File: config.mk
export PLATFORM = sky130hd
export DESIGN_NAME = led_group_select_brightness_monitor
export DESIGN_NICKNAME = d
export VERILOG_FILES = /design/src/rtl/lgs_pkg.sv /design/src/rtl/led_group_select_brightness_monitor.sv /design/src/rtl/thr_table.sv
export VERILOG_INCLUDE_DIRS = /design/src /design/src/rtl
export SDC_FILE = /design/constraint.sdc
export NUM_CORES = 1
export LEC_CHECK = 0
export BUFFER_PORTS_ARGS = -buffer_cell sky130_fd_sc_hd__buf_4
export CORE_MARGIN = 4
export CORE_UTILIZATION = 60
export DETAILED_ROUTE_END_ITERATION = 8
export GPL_ROUTABILITY_DRIVEN = 0
export PLACE_DENSITY = 0.85
export SETUP_SLACK_MARGIN = 0.15
export SYNTH_ARGS = -nofsm -noshare
export SYNTH_HDL_FRONTEND = slang
export SYNTH_SLANG_ARGS = --single-unit
File: constraint.sdc
create_clock -name SYS_CLK -period 4.4 [get_ports SYS_CLK]
set_input_delay 0.44 -clock SYS_CLK [delete_from_list [all_inputs] [get_ports SYS_CLK]]
set_output_delay 0.44 -clock SYS_CLK [all_outputs]
set_load 0.01 [all_outputs]
File: src/rtl/lgs_consts.svh
`ifndef LGS_CONSTS_SVH
`define LGS_CONSTS_SVH

// ==========================================================
// register byte offsets
`define ADDR_W          7
`define OFS_CTRL        7'h00
`define OFS_STATUS      7'h04
`define OFS_IRQ_CLR     7'h08
`define OFS_IRQ_EN      7'h0C
`define OFS_EXCESS_THR  7'h10
`define OFS_LIVE        7'h14
`define OFS_PW_LIM_RED  7'h18
`define OFS_PW_LIM_GRN  7'h1C
`define OFS_PW_LIM_BLU  7'h20
`define OFS_TABLE_BASE  7'h40
`define TABLE_SEL_BIT   6

// ==========================================================
// control fields
`define CTRL_DISC       0
`define CTRL_BIGCAP     1
`define CTRL_EXC_EN     2
`define CTRL_EXC_LB     3
`define CTRL_GAIN_LO    4
`define CTRL_GAIN_HI    6
`define CTRL_RESET      32'h0000_0000

// status / interrupt fields
`define ST_EXCESS       0
`define ST_PULSE_DONE   1
`define ST_TIMEOUT      2
`define ST_W            3

// reset values
`define EXC_THR_RESET   10'h3FF
`define PW_LIM_RESET    16'h0100

// led select code values
`define SEL_OFF         2'h0
`define COL_RED         2'h1
`define COL_GRN         2'h2
`define COL_BLU         2'h3

// timing: width of the driver off pulse
`define TOGGLE_NS       20
`define CLK_NS          10

`endif

File: src/rtl/lgs_pkg.sv
package lgs_pkg;

    typedef struct packed {
        logic       driver_enable_out;
        logic       blank;
        logic [1:0] group;
        logic [1:0] color;
    } led_decode_t;

    typedef struct packed {
        logic       disc;
        logic       bigcap;
        logic       exc_en;
        logic       exc_lb;
        logic [2:0] gain;
    } ctrl_t;

    typedef enum logic [1:0] {
        PS_IDLE,
        PS_DRV_OFF,
        PS_LIGHT
    } pulse_state_t;

endpackage

File: src/rtl/led_group_select_brightness_monitor.sv
// Design decisions made here: the address map and register access over Avalon-MM.
`timescale 1ns/1ns
`include "lgs_consts.svh"

// Contract
// code zero: driver off, shunt high, colors low
// low bits zero: blanking for high-bit color
// low bits nonzero: driver on, group, color
// four threshold sets, current group applied
// per group per color threshold entries
// big capacitor select output provided
// big capacitor only in discontinuous mode
// compare output falls when threshold reached
// flag secondary amp above excess threshold
// excess source high or low bandwidth
// software retunes excess threshold with dimming
// adjustable primary amplifier gain setting
// request fall: shunt low, driver on-off-on
// threshold crossed: shunt high ends pulse
// per-color pulse width limit ends pulse
// registered decode, disabled after reset
module led_group_select_brightness_monitor #(
    parameter int AMP_W = 10,
    parameter int PW_W  = 16
) (
    input  wire logic               SYS_CLK,
    input  wire logic               ARST_N,
    input  wire logic [`ADDR_W-1:0] AVS_ADDRESS,
    input  wire logic               AVS_READ,
    input  wire logic               AVS_WRITE,
    input  wire logic [31:0]        AVS_WRITEDATA,
    input  wire logic [3:0]         AVS_BYTEENABLE,
    output logic      [31:0]        AVS_READDATA,
    output logic                    AVS_WAITREQUEST,
    input  wire logic [3:0]         LED_SELECT_CODE,
    input  wire logic               PULSE_ENABLE,
    input  wire logic               SHUNT_REQUEST,
    input  wire logic               PHOTO_REACHED,
    input  wire logic [AMP_W-1:0]   SEC_AMP_HB,
    input  wire logic [AMP_W-1:0]   SEC_AMP_LB,
    output logic                    DRIVER_ENABLE_OUT,
    output logic                    SHUNT_ENABLE_OUT,
    output logic [2:0]              COLOR_SELECT,
    output logic                    BLANK_SELECT,
    output logic                    BIG_CAP_SELECT,
    output logic                    PHOTO_COMPARE_OUT,
    output logic [AMP_W-1:0]        PHOTO_THRESHOLD,
    output logic [2:0]              PRIMARY_AMP_GAIN,
    output logic                    EXCESS_BRIGHT,
    output logic                    IRQ
);

    localparam int TOGGLE_CYC =
        (`TOGGLE_NS + `CLK_NS - 1) / `CLK_NS < 1 ? 1 :
        (`TOGGLE_NS + `CLK_NS - 1) / `CLK_NS;
    localparam logic [7:0] TOGGLE_LAST = 8'(TOGGLE_CYC - 1);

    // ==========================================================
    // led select decode
    function automatic lgs_pkg::led_decode_t decode(input logic [3:0] c);
        lgs_pkg::led_decode_t d;
        d = '0;
        if (c[1:0] == `SEL_OFF) begin
            // blanking color from high bits
            d.blank = (c[3:2] != `SEL_OFF);
            d.color = c[3:2];
        end else begin
            // group from high, color from low bits
            d.driver_enable_out = 1'b1;
            d.group  = c[3:2];
            d.color  = c[1:0];
        end
        return d;
    endfunction

    lgs_pkg::led_decode_t dec_r;

    // registered decode
    always_ff @(posedge SYS_CLK or negedge ARST_N) begin
        if (!ARST_N) begin
            dec_r <= '0;
        end else begin
            dec_r <= decode(LED_SELECT_CODE);
        end
    end

    // ==========================================================
    // bus slave: two wait cycles, answer on the third edge
    logic [1:0]  phase_r;
    logic        req;
    logic        wr_fire;
    logic        is_tbl;
    logic [31:0] bemask;
    logic [31:0] rdata_r;
    logic [31:0] rmux;

    assign req     = AVS_READ | AVS_WRITE;
    assign wr_fire = AVS_WRITE && phase_r == 2'h2;
    assign is_tbl  = AVS_ADDRESS[`TABLE_SEL_BIT];
    assign AVS_WAITREQUEST = req && phase_r != 2'h2;
    assign AVS_READDATA    = rdata_r;

    always_comb begin
        for (int i = 0; i < 4; i++) begin
            bemask[i*8 +: 8] = {8{AVS_BYTEENABLE[i]}};
        end
    end

    function automatic logic [31:0] merge(input logic [31:0] old,
                                          input logic [31:0] wd,
                                          input logic [31:0] m);
        return (old & ~m) | (wd & m);
    endfunction

    always_ff @(posedge SYS_CLK or negedge ARST_N) begin
        if (!ARST_N) begin
            phase_r <= 2'h0;
        end else if (req && phase_r != 2'h2) begin
            phase_r <= phase_r + 2'h1;
        end else begin
            phase_r <= 2'h0;
        end
    end

    // ==========================================================
    // registers
    lgs_pkg::ctrl_t          ctrl_r;
    logic [`ST_W-1:0]        status_r;
    logic [`ST_W-1:0]        irq_en_r;
    logic [`ST_W-1:0]        st_set;
    logic [AMP_W-1:0]        exc_thr_r;
    logic [PW_W-1:0]         pw_lim_r [3];
    logic [AMP_W-1:0]        tbl_rd_b;
    logic [31:0]             ctrl_word;
    logic [31:0]             live_word;
    logic [31:0]             ctrl_m;
    lgs_pkg::pulse_state_t   st_r;
    logic                    shunt_r;
    logic                    drv_r;

    assign ctrl_word = {25'h0, ctrl_r.gain, ctrl_r.exc_lb, ctrl_r.exc_en,
                        ctrl_r.bigcap, ctrl_r.disc};
    assign live_word = {20'h0, 2'(st_r), shunt_r, drv_r,
                        dec_r.driver_enable_out, dec_r.blank, dec_r.group,
                        dec_r.color, 2'h0};
    assign ctrl_m    = merge(ctrl_word, AVS_WRITEDATA, bemask);

    always_ff @(posedge SYS_CLK or negedge ARST_N) begin
        if (!ARST_N) begin
            ctrl_r <= lgs_pkg::ctrl_t'(7'(`CTRL_RESET));
        end else if (wr_fire && AVS_ADDRESS == `OFS_CTRL) begin
            // field by field: the struct packs disc at its top bit
            ctrl_r <= '{disc:   ctrl_m[`CTRL_DISC],
                        bigcap: ctrl_m[`CTRL_BIGCAP],
                        exc_en: ctrl_m[`CTRL_EXC_EN],
                        exc_lb: ctrl_m[`CTRL_EXC_LB],
                        gain:   ctrl_m[`CTRL_GAIN_HI:`CTRL_GAIN_LO]};
        end
    end

    // primary amplifier gain
    assign PRIMARY_AMP_GAIN = ctrl_r.gain;

    always_ff @(posedge SYS_CLK or negedge ARST_N) begin
        if (!ARST_N) begin
            irq_en_r <= '0;
        end else if (wr_fire && AVS_ADDRESS == `OFS_IRQ_EN) begin
            irq_en_r <= `ST_W'(merge(32'(irq_en_r), AVS_WRITEDATA, bemask));
        end
    end

    // threshold is software's to retune
    always_ff @(posedge SYS_CLK or negedge ARST_N) begin
        if (!ARST_N) begin
            exc_thr_r <= `EXC_THR_RESET;
        end else if (wr_fire && AVS_ADDRESS == `OFS_EXCESS_THR) begin
            exc_thr_r <= AMP_W'(merge(32'(exc_thr_r), AVS_WRITEDATA, bemask));
        end
    end

    // one pulse width limit per color
    for (genvar g = 0; g < 3; g++) begin : g_pwlim
        localparam logic [`ADDR_W-1:0] OFS =
            `ADDR_W'(`OFS_PW_LIM_RED + 4 * g);
        always_ff @(posedge SYS_CLK or negedge ARST_N) begin
            if (!ARST_N) begin
                pw_lim_r[g] <= `PW_LIM_RESET;
            end else if (wr_fire && AVS_ADDRESS == OFS) begin
                pw_lim_r[g] <= PW_W'(merge(32'(pw_lim_r[g]),
                                           AVS_WRITEDATA, bemask));
            end
        end
    end

    // sticky status; a set in the clearing cycle survives
    always_ff @(posedge SYS_CLK or negedge ARST_N) begin
        if (!ARST_N) begin
            status_r <= '0;
        end else if (wr_fire && AVS_ADDRESS == `OFS_IRQ_CLR) begin
            status_r <= status_r & ~(AVS_WRITEDATA[`ST_W-1:0]
                         & {`ST_W{AVS_BYTEENABLE[0]}}) | st_set;
        end else begin
            status_r <= status_r | st_set;
        end
    end

    assign IRQ = |(status_r & irq_en_r);

    always_comb begin
        rmux = 32'h0;
        if (is_tbl) begin
            rmux = 32'(tbl_rd_b);
        end else begin
            unique case (AVS_ADDRESS)
                `OFS_CTRL:       rmux = ctrl_word;
                `OFS_STATUS:     rmux = 32'(status_r);
                `OFS_IRQ_EN:     rmux = 32'(irq_en_r);
                `OFS_EXCESS_THR: rmux = 32'(exc_thr_r);
                `OFS_LIVE:       rmux = live_word;
                `OFS_PW_LIM_RED: rmux = 32'(pw_lim_r[0]);
                `OFS_PW_LIM_GRN: rmux = 32'(pw_lim_r[1]);
                `OFS_PW_LIM_BLU: rmux = 32'(pw_lim_r[2]);
                default:         rmux = 32'h0;
            endcase
        end
    end

    // memory read data is ready after the first edge
    always_ff @(posedge SYS_CLK or negedge ARST_N) begin
        if (!ARST_N) begin
            rdata_r <= 32'h0;
        end else if (AVS_READ && phase_r == 2'h1) begin
            rdata_r <= rmux;
        end
    end

    // ==========================================================
    // threshold table indexed by group and color
    logic [AMP_W-1:0] tbl_rd_a;

    // each group holds its own per-color entry
    thr_table #(
        .DATA_W (AMP_W),
        .ADDR_W (4)
    ) u_thr_table (
        .clk       (SYS_CLK),
        .wr_en     (wr_fire && is_tbl),
        .wr_addr   (AVS_ADDRESS[5:2]),
        .wr_data   (AMP_W'(merge(32'(tbl_rd_b), AVS_WRITEDATA, bemask))),
        .rd_a_addr ({dec_r.group, dec_r.color}),
        .rd_a_data (tbl_rd_a),
        .rd_b_addr (AVS_ADDRESS[5:2]),
        .rd_b_data (tbl_rd_b)
    );

    assign PHOTO_THRESHOLD = tbl_rd_a;

    // ==========================================================
    // discontinuous pulse sequencing
    lgs_pkg::pulse_state_t st_nxt;
    logic                  req_prev_r;
    logic                  req_fall;
    logic                  pulse_ok;
    logic [7:0]            tog_cnt_r;
    logic [PW_W-1:0]       pw_cnt_r;
    logic [PW_W-1:0]       pw_lim;
    logic                  reached;
    logic                  timeout;

    assign pulse_ok = ctrl_r.disc && dec_r.driver_enable_out && PULSE_ENABLE;
    assign req_fall = req_prev_r && !SHUNT_REQUEST;
    assign pw_lim   = (dec_r.color == `SEL_OFF) ? pw_lim_r[0]
                    : pw_lim_r[dec_r.color - 2'h1];
    assign reached  = st_r == lgs_pkg::PS_LIGHT && PHOTO_REACHED;
    assign timeout  = st_r == lgs_pkg::PS_LIGHT && !PHOTO_REACHED
                      && pw_cnt_r >= pw_lim;

    always_ff @(posedge SYS_CLK or negedge ARST_N) begin
        if (!ARST_N) begin
            req_prev_r <= 1'b1;
        end else begin
            req_prev_r <= SHUNT_REQUEST;
        end
    end

    always_comb begin
        st_nxt = st_r;
        unique case (st_r)
            lgs_pkg::PS_IDLE: begin
                // request fall starts the toggle
                if (pulse_ok && req_fall) begin
                    st_nxt = lgs_pkg::PS_DRV_OFF;
                end
            end
            lgs_pkg::PS_DRV_OFF: begin
                if (tog_cnt_r == TOGGLE_LAST) begin
                    st_nxt = lgs_pkg::PS_LIGHT;
                end
            end
            lgs_pkg::PS_LIGHT: begin
                // threshold crossing ends the pulse
                // width limit also ends it
                if (reached || timeout) begin
                    st_nxt = lgs_pkg::PS_IDLE;
                end
            end
        endcase
        if (!pulse_ok) begin
            st_nxt = lgs_pkg::PS_IDLE;
        end
    end

    always_ff @(posedge SYS_CLK or negedge ARST_N) begin
        if (!ARST_N) begin
            st_r <= lgs_pkg::PS_IDLE;
        end else begin
            st_r <= st_nxt;
        end
    end

    always_ff @(posedge SYS_CLK or negedge ARST_N) begin
        if (!ARST_N) begin
            tog_cnt_r <= 8'h0;
        end else if (st_r == lgs_pkg::PS_DRV_OFF) begin
            tog_cnt_r <= tog_cnt_r + 8'h1;
        end else begin
            tog_cnt_r <= 8'h0;
        end
    end

    // counts led-on time; saturates so a stuck pulse still times out
    always_ff @(posedge SYS_CLK or negedge ARST_N) begin
        if (!ARST_N) begin
            pw_cnt_r <= '0;
        end else if (st_r == lgs_pkg::PS_LIGHT) begin
            if (pw_cnt_r != '1) begin
                pw_cnt_r <= pw_cnt_r + PW_W'(1);
            end
        end else begin
            pw_cnt_r <= '0;
        end
    end

    // ==========================================================
    // outputs
    always_ff @(posedge SYS_CLK or negedge ARST_N) begin
        if (!ARST_N) begin
            shunt_r <= 1'b1;
        end else if (!dec_r.driver_enable_out) begin
            // shunt held high when disabled
            shunt_r <= 1'b1;
        end else if (!ctrl_r.disc) begin
            shunt_r <= SHUNT_REQUEST;
        end else begin
            // shunt low through toggle and light
            shunt_r <= st_nxt == lgs_pkg::PS_IDLE;
        end
    end

    always_ff @(posedge SYS_CLK or negedge ARST_N) begin
        if (!ARST_N) begin
            drv_r <= 1'b0;
        end else begin
            // no drive unless enabled mode
            // off phase between two on phases
            drv_r <= dec_r.driver_enable_out && (!ctrl_r.disc || PULSE_ENABLE)
                     && st_nxt != lgs_pkg::PS_DRV_OFF;
        end
    end

    assign SHUNT_ENABLE_OUT  = shunt_r;
    assign DRIVER_ENABLE_OUT = drv_r;

    always_ff @(posedge SYS_CLK or negedge ARST_N) begin
        if (!ARST_N) begin
            COLOR_SELECT <= 3'h0;
            BLANK_SELECT <= 1'b0;
        end else begin
            // all colors low when the code is zero
            for (int i = 0; i < 3; i++) begin
                COLOR_SELECT[i] <= dec_r.color == 2'(i + 1);
            end
            BLANK_SELECT <= dec_r.blank;
        end
    end

    // big capacitor select
    always_ff @(posedge SYS_CLK or negedge ARST_N) begin
        if (!ARST_N) begin
            BIG_CAP_SELECT <= 1'b0;
        end else begin
            // never in continuous operation
            BIG_CAP_SELECT <= ctrl_r.bigcap && ctrl_r.disc
                              && dec_r.driver_enable_out;
        end
    end

    // falls on threshold, rises on next request
    always_ff @(posedge SYS_CLK or negedge ARST_N) begin
        if (!ARST_N) begin
            PHOTO_COMPARE_OUT <= 1'b1;
        end else if (reached) begin
            PHOTO_COMPARE_OUT <= 1'b0;
        end else if (req_fall || !pulse_ok) begin
            PHOTO_COMPARE_OUT <= 1'b1;
        end
    end

    // ==========================================================
    // excess brightness monitor
    logic [AMP_W-1:0] exc_src;
    logic             exc_hit;

    // bandwidth source choice
    assign exc_src = ctrl_r.exc_lb ? SEC_AMP_LB : SEC_AMP_HB;
    // compare against threshold
    assign exc_hit = ctrl_r.exc_en && exc_src > exc_thr_r;

    always_ff @(posedge SYS_CLK or negedge ARST_N) begin
        if (!ARST_N) begin
            EXCESS_BRIGHT <= 1'b0;
        end else begin
            EXCESS_BRIGHT <= exc_hit;
        end
    end

    always_comb begin
        st_set = '0;
        st_set[`ST_EXCESS]     = exc_hit;
        st_set[`ST_PULSE_DONE] = reached;
        st_set[`ST_TIMEOUT]    = timeout;
    end

endmodule

File: src/rtl/thr_table.sv
`timescale 1ns/1ns

module thr_table #(
    parameter int DATA_W = 10,
    parameter int ADDR_W = 4
) (
    input  wire logic              clk,
    input  wire logic              wr_en,
    input  wire logic [ADDR_W-1:0] wr_addr,
    input  wire logic [DATA_W-1:0] wr_data,
    input  wire logic [ADDR_W-1:0] rd_a_addr,
    output logic      [DATA_W-1:0] rd_a_data,
    input  wire logic [ADDR_W-1:0] rd_b_addr,
    output logic      [DATA_W-1:0] rd_b_data
);

    logic [DATA_W-1:0] mem [2**ADDR_W];

    always_ff @(posedge clk) begin
        if (wr_en) begin
            mem[wr_addr] <= wr_data;
        end
    end

    // registered reads; port a feeds the pulse path, b the bus
    always_ff @(posedge clk) begin
        rd_a_data <= mem[rd_a_addr];
        rd_b_data <= mem[rd_b_addr];
    end

endmodule

==> out/qor.txt, run 1 <==
outcome = finished, violations left
violated checks = DRC
# IOs = 130
Detail Route Antenna Nets = 0
CTS tree = yes
GR Overflow Total = 0
post-synthesis sequential area ratio = 56.5%
Die ar. = 27,700 um^2
critical path endpoint category = flop
TNS Setup = 0 ns
CP bufs+invs = 3
max cap viols = 0
std cell rows = 57
Setup Fix Bufs, Post-CTS = 0
CTS Hold Buffers Added = 2
RSZ-0062 raised after global routing = no
CP delay by family, top = compound AO/OA/AOI/OAI gates
DP Area = 16,000 um^2
clk_lat worst skew = 0.59 ns
Avg Synthesized Cell Area = 14.8 um^2
Final HPWL DP = 25,900 um
slew margin rel. = 26.9%
worst hold path type = input pin to flop
number of detailed-route iterations in the first pass = 9
CTS H-Tree Depth = 1
Yosys Warn Count = 0
vias in the first global route = 10.2k
Startpoint Class = flop
via count = 10.1k
via-per-instance ratio = 6.92
initial antenna violation count = 0
TritonCTS Buffers = 31
CP max-delay cell = buf_4
Hold Slack = 0.0327 ns
first-pass GRT wire length = 62,600 um
Fmax achieved = 265 MHz
top_reg_cell synth = edfxtp_1
kind of critical path = flop to flop
CP Cell Sequence = buf_4 -> nor3b_1 -> buf_4 -> a222oi_1 -> inv_1 -> ha_1 -> nand2b_1 -> a2111oi_0 -> nand3b_1 -> o211ai_1 -> o21ai_1 -> o311ai_0
Die Width = 166 um
Clock Path Buffers = 3
final net count = 1,226
# port buffers = 95
Synth top area share = 31.9%
worst-margin pin slew = 1.09 ns
Final Hold Fails = 0
biggest area consumer among synthesized cells = edfxtp_1
hold path depth = 2
Pleak = 6.66 nW
crit path DAT = 4.24 ns
crit-path max cell delay = 0.81 ns
Post-CTS Resized = 0
DRT iter0 DRCs = 1,420
Post-synth EDFFs = 160
Die Ht = 166 um
Mapped Cells = 1,017
Netlist cell types = 60
layout cell share with drive strength beyond 1 = 34.8%
P&R area growth vs syn = 14.4%
pin count of the biggest net entering global routing = 70
WL/cell = 27.7 um
most common cell after layout, fill and taps aside = edfxtp_1
fin crit share = 85.6%
Worst IR Drop VDD = 0.363 mV
Crit Reg-Reg Endpoint = SHUNT_ENABLE_OUT
CORE AREA = 24,500 um^2
hold endpoint = PHOTO_COMPARE_OUT
GRT Util Overall = 29.2%
Post-Syn Area = 15,000 um^2
most frequent cells in the layout = edfxtp_1, buf_4, dfrtp_1, mux4_2, mux2_2
Worst Path Required = 4.88 ns
crit-path max FO = 61
reg-to-reg setup timing slack = 0.63 ns
Ant. Diodes = 0
Slew Viols, Final = 0
Clock Tree Root = clkbuf_16
clock sinks = 311
#FFs+latches synth = 311
Initial Util = 61.5%
Total Routed Length = 40,600 um
Hold Crit Start = PHOTO_REACHED
clock period minus worst slack = 3.77 ns
Power Density = 413 nW/um^2
share of flip-flops with an asynchronous set or reset = 42.1%
critical path's most frequent cell = buf_4
r2r worst-path depth = 12
post-route cell area = 17,200 um^2
clk_skew = 0.0273 ns
Reg-to-Reg Start = dec_r[0]
clock-pin slew of the registers on the worst-case setup and hold paths = 0.07 ns
synth top area cells = edfxtp_1, dfrtp_1, mux4_2, mux2_2, ha_1
final setup vio count = 0
drc violations = 7
per-layer routing:
layer | vias up | share of wire [%] | GRT usage (%)
met1 | 5036 | 35 | 37.5
met5 | - | 0 | 0
met3 | 168 | 10 | 6.02
li1 | 4168 | - | -
met4 | 0 | 6.1 | 14.7
met2 | 755 | 49 | 47.5
cell usage after synthesis, types with 3 or more instances:
| library cell | instances |
|---|---|
| a211oi_1 | 3 |
| a21o_1 | 4 |
| a21oi_1 | 36 |
| a221oi_1 | 9 |
| a222oi_1 | 17 |
| a22o_1 | 19 |
| a22oi_1 | 9 |
| a31oi_1 | 4 |
| and3_1 | 6 |
| buf_1 | 3 |
| buf_2 | 18 |
| buf_4 | 30 |
| clkbuf_1 | 22 |
| dfrtp_1 | 115 |
| dfstp_2 | 16 |
| dfxtp_1 | 20 |
| edfxtp_1 | 160 |
| ha_1 | 37 |
| inv_1 | 32 |
| mux2_2 | 93 |
| mux2i_1 | 6 |
| mux4_2 | 101 |
| nand2_1 | 48 |
| nand2b_1 | 4 |
| nand3_1 | 24 |
| nand3b_1 | 3 |
| nand4_1 | 11 |
| nor2_1 | 66 |
| nor2b_1 | 4 |
| nor3_1 | 9 |
| nor3_4 | 3 |
| o21ai_0 | 25 |
| o22ai_1 | 6 |
| o32ai_1 | 6 |
| or3_1 | 3 |
| xnor2_1 | 8 |
| xor2_1 | 8 |
where the power goes:
group          switching [mW]  internal [mW]  leakage, nW
clock network            1.18           1.83        0.564
registers              0.0986           3.21         3.33
logic                   0.444          0.344         2.77
total                    1.72           5.38         6.66
area by class of cell:
class | instances | area (um^2)
sequential | 311 | 8510
tap | 324 | 405
multi-input combinational | 615 | 6070
clock buffer | 34 | 787
fill | 1497 | 7250
timing repair buffer | 123 | 941
clock inverter | 24 | 377
inverter | 33 | 124
kinds of logic (layout without fill, tap and decap cells):
kind of cell	after synthesis	after routing	synth area share (%)
compound gates	150	150	7.04
xor+xnor	16	16	0.931
fa+ha+maj	37	37	3.08
buf+inv	106	214	3.54
flops	311	311	56.5
mux	200	200	22.5
other cells	1	16	0.0249
simple gates	196	196	6.41
worst max path at each step:
stage                        start                to  slack, ns  cells after the start
after floorplan           dec_r[0]  SHUNT_ENABLE_OUT       0.71                     18
after detailed placement  dec_r[0]  SHUNT_ENABLE_OUT       0.73                     12
final                     dec_r[0]  SHUNT_ENABLE_OUT       0.63                     12
after global placement    dec_r[0]  SHUNT_ENABLE_OUT       0.80                     13
after global routing      dec_r[0]  SHUNT_ENABLE_OUT       0.33                     15
after CTS                 dec_r[0]  SHUNT_ENABLE_OUT       0.67                     13
stage by stage:
step,power [mW],std cells,util (%),setup WS (ns)
2_1_floorplan,3.78,1032,-,0.707
3_3_place_gp,4.09,1404,65.5,0.805
3_5_place_dp,4.12,1404,65.5,0.728
4_1_cts,7.11,1464,70.4,0.670
5_1_grt,7.33,1464,70.4,0.328
6_report,7.11,1464,70.4,0.632
Note: power is estimated with default switching activity, not from simulation.
==> run 2: changes to the inputs <==
==> constraint.sdc (replaced) <==
create_clock -name SYS_CLK -period 3.7 [get_ports SYS_CLK]
set_input_delay 0.37 -clock SYS_CLK [delete_from_list [all_inputs] [get_ports SYS_CLK]]
set_output_delay 0.37 -clock SYS_CLK [all_outputs]
set_load 0.01 [all_outputs]
==> out/qor.txt, run 2 (synthesized netlist as in run 1, its figures left out) <==
outcome = finished, final reports clean (was finished, violations left)
layout cell share with drive strength beyond 1 = 34.4% (was 34.8%)
critical path endpoint category = flop (unchanged)
drc violations = 0 (was 7)
Total Routed Length = 40,000 um (was 40,600 um)
via count = 10.1k (about the same)
post-route cell area = 17,100 um^2 (was 17,200 um^2)
initial antenna violation count = 0 (unchanged)
vias in the first global route = 10.2k (about the same)
first-pass GRT wire length = 60,400 um (was 62,600 um)
DP Area = 16,000 um^2 (about the same)
# IOs = 130 (unchanged)
Die Ht = 166 um (unchanged)
most frequent cells in the layout = edfxtp_1, buf_4, dfrtp_1, mux4_2, mux2_2 (unchanged)
worst-margin pin slew = 0.926 ns (was 1.09 ns)
clk_lat worst skew = 0.57 ns (was 0.59 ns)
Die ar. = 27,700 um^2 (unchanged)
r2r worst-path depth = 13 (was 12)
reg-to-reg setup timing slack = 0.12 ns (was 0.63 ns)
kind of critical path = flop to flop (unchanged)
Clock Tree Root = clkbuf_16 (unchanged)
Detail Route Antenna Nets = 0 (unchanged)
Crit Reg-Reg Endpoint = DRIVER_ENABLE_OUT (was SHUNT_ENABLE_OUT)
std cell rows = 57 (unchanged)
worst hold path type = input pin to flop (unchanged)
max cap viols = 0 (unchanged)
clk_skew = 0.00917 ns (was 0.0273 ns)
FILL cells = 1,520 (was 1,497)
number of detailed-route iterations in the first pass = 8 (was 9)
Reg-to-Reg Start = dec_r[0] (unchanged)
Fmax achieved = 279 MHz (was 265 MHz)
Die Width = 166 um (unchanged)
CTS H-Tree Depth = 1 (unchanged)
final net count = 1,230 (was 1,226)
crit-path max FO = 17 (was 61)
CTS tree = yes (unchanged)
Clock Path Buffers = 3 (unchanged)
Worst Path Required = 4.18 ns (was 4.88 ns)
Worst IR Drop VDD = 0.477 mV (was 0.363 mV)
Slew Viols, Final = 0 (unchanged)
WL/cell = 27.3 um (was 27.7 um)
TritonCTS Buffers = 31 (unchanged)
DRT iter0 DRCs = 1,442 (was 1,420)
GRT Util Overall = 28.0% (was 29.2%)
Final Hold Fails = 0 (unchanged)
crit path DAT = 4.06 ns (was 4.24 ns)
fin util = 70.0% (was 70.4%)
clock sinks = 311 (unchanged)
Startpoint Class = flop (unchanged)
most common cell after layout, fill and taps aside = edfxtp_1 (unchanged)
Pleak = 6.60 nW (was 6.66 nW)
Ant. Diodes = 0 (unchanged)
TNS Setup = 0 ns (unchanged)
# port buffers = 95 (unchanged)
hold path depth = 2 (unchanged)
CORE AREA = 24,500 um^2 (unchanged)
P&R area growth vs syn = 13.7% (was 14.4%)
via-per-instance ratio = 6.86 (was 6.92)
Power Density = 463 nW/um^2 (was 413 nW/um^2)
pin count of the biggest net entering global routing = 78 (was 70)
final setup vio count = 0 (unchanged)
clock period minus worst slack = 3.58 ns (was 3.77 ns)
Hold Crit Start = LED_SELECT_CODE[0] (was PHOTO_REACHED)
Initial Util = 61.5% (unchanged)
Final HPWL DP = 25,700 um (was 25,900 um)
GR Overflow Total = 0 (unchanged)
hold endpoint = dec_r[0] (was PHOTO_COMPARE_OUT)
clock-pin slew of the registers on the worst-case setup and hold paths = 0.06 ns (was 0.07 ns)
slew margin rel. = 38.1% (was 26.9%)
fin crit share = 96.8% (was 85.6%)
-- run 2: layout make-up --
cell class                      instances  area, um^2  area share (%)
Multi-Input combinational cell        615        6110            35.7
Inverter                               33         124           0.724
Tap cell                              324         405            2.37
Timing Repair Buffer                  127         998            5.83
Clock buffer                           46         852            4.98
Clock inverter                         12         119           0.694
Sequential cell                       311        8510            49.7
-- run 2: worst max path at each step --
| stage | startpoint | end | cells past startpoint |
|---|---|---|---|
| finish | dec_r[0] | DRIVER_ENABLE_OUT | 13 |
| CTS | dec_r[0] | SHUNT_ENABLE_OUT | 14 |
| floorplan | dec_r[0] | SHUNT_ENABLE_OUT | 18 |
| global route | dec_r[0] | SHUNT_ENABLE_OUT | 14 |
| detailed placement | dec_r[0] | SHUNT_ENABLE_OUT | 12 |
| global placement | dec_r[0] | SHUNT_ENABLE_OUT | 13 |
-- run 2: power by group --
| part | total [mW] | leakage [nW] | internal, mW | switching [mW] |
|---|---|---|---|---|
| Clock | 3.05 | 0.466 | 1.73 | 1.32 |
| Combinational | 0.954 | 2.81 | 0.424 | 0.530 |
| Sequential | 3.93 | 3.33 | 3.81 | 0.111 |
-- run 2: worst max-delay path, stage by stage, from the launching register on --
cell       delay, ns
dfrtp_4         0.48
inv_1           0.18
ha_4            0.25
buf_4           0.20
a22o_1          0.22
a222oi_1        0.33
inv_1           0.11
ha_1            0.30
nand2b_1        0.16
a2111oi_2       0.35
nand3b_1        0.16
o211ai_1        0.23
o22a_1          0.31
a21oi_1         0.21
-- run 2: stage by stage --
| stage | std cells | hold WS, ns | worst slack (ns) | power (mW) |
|---|---|---|---|---|
| final | 1468 | 0.0167 | 0.119 | 7.93 |
| after global routing | 1468 | 0.0103 | -0.0205 | 8.20 |
| after CTS | 1465 | 0.00612 | 0.253 | 7.92 |
| after detailed placement | 1404 | 0.426 | 0.145 | 4.91 |
| after global placement | 1404 | 0.419 | 0.300 | 4.87 |
| after floorplan | 1032 | 0.0744 | 0.196 | 4.50 |
-- run 2: timing repair --
item                                   in CTS  in global routing
setup endpoints to repair                   1                  3
setup buffers                               0                  3
hold buffers                                3                  0
cloned                                      0                  0
endpoints found under the hold margin      53                  0
pin swaps                                   0                  4
gates resized for setup                     1                  6
-- run 2: layer usage --
metal	up-vias	wire (um)	global-route usage [%]
met5	-	0	0
met2	663	19600	46.1
met4	0	2260	13.1
li1	4174	-	-
met1	5074	14300	36.5
met3	158	3870	5.47
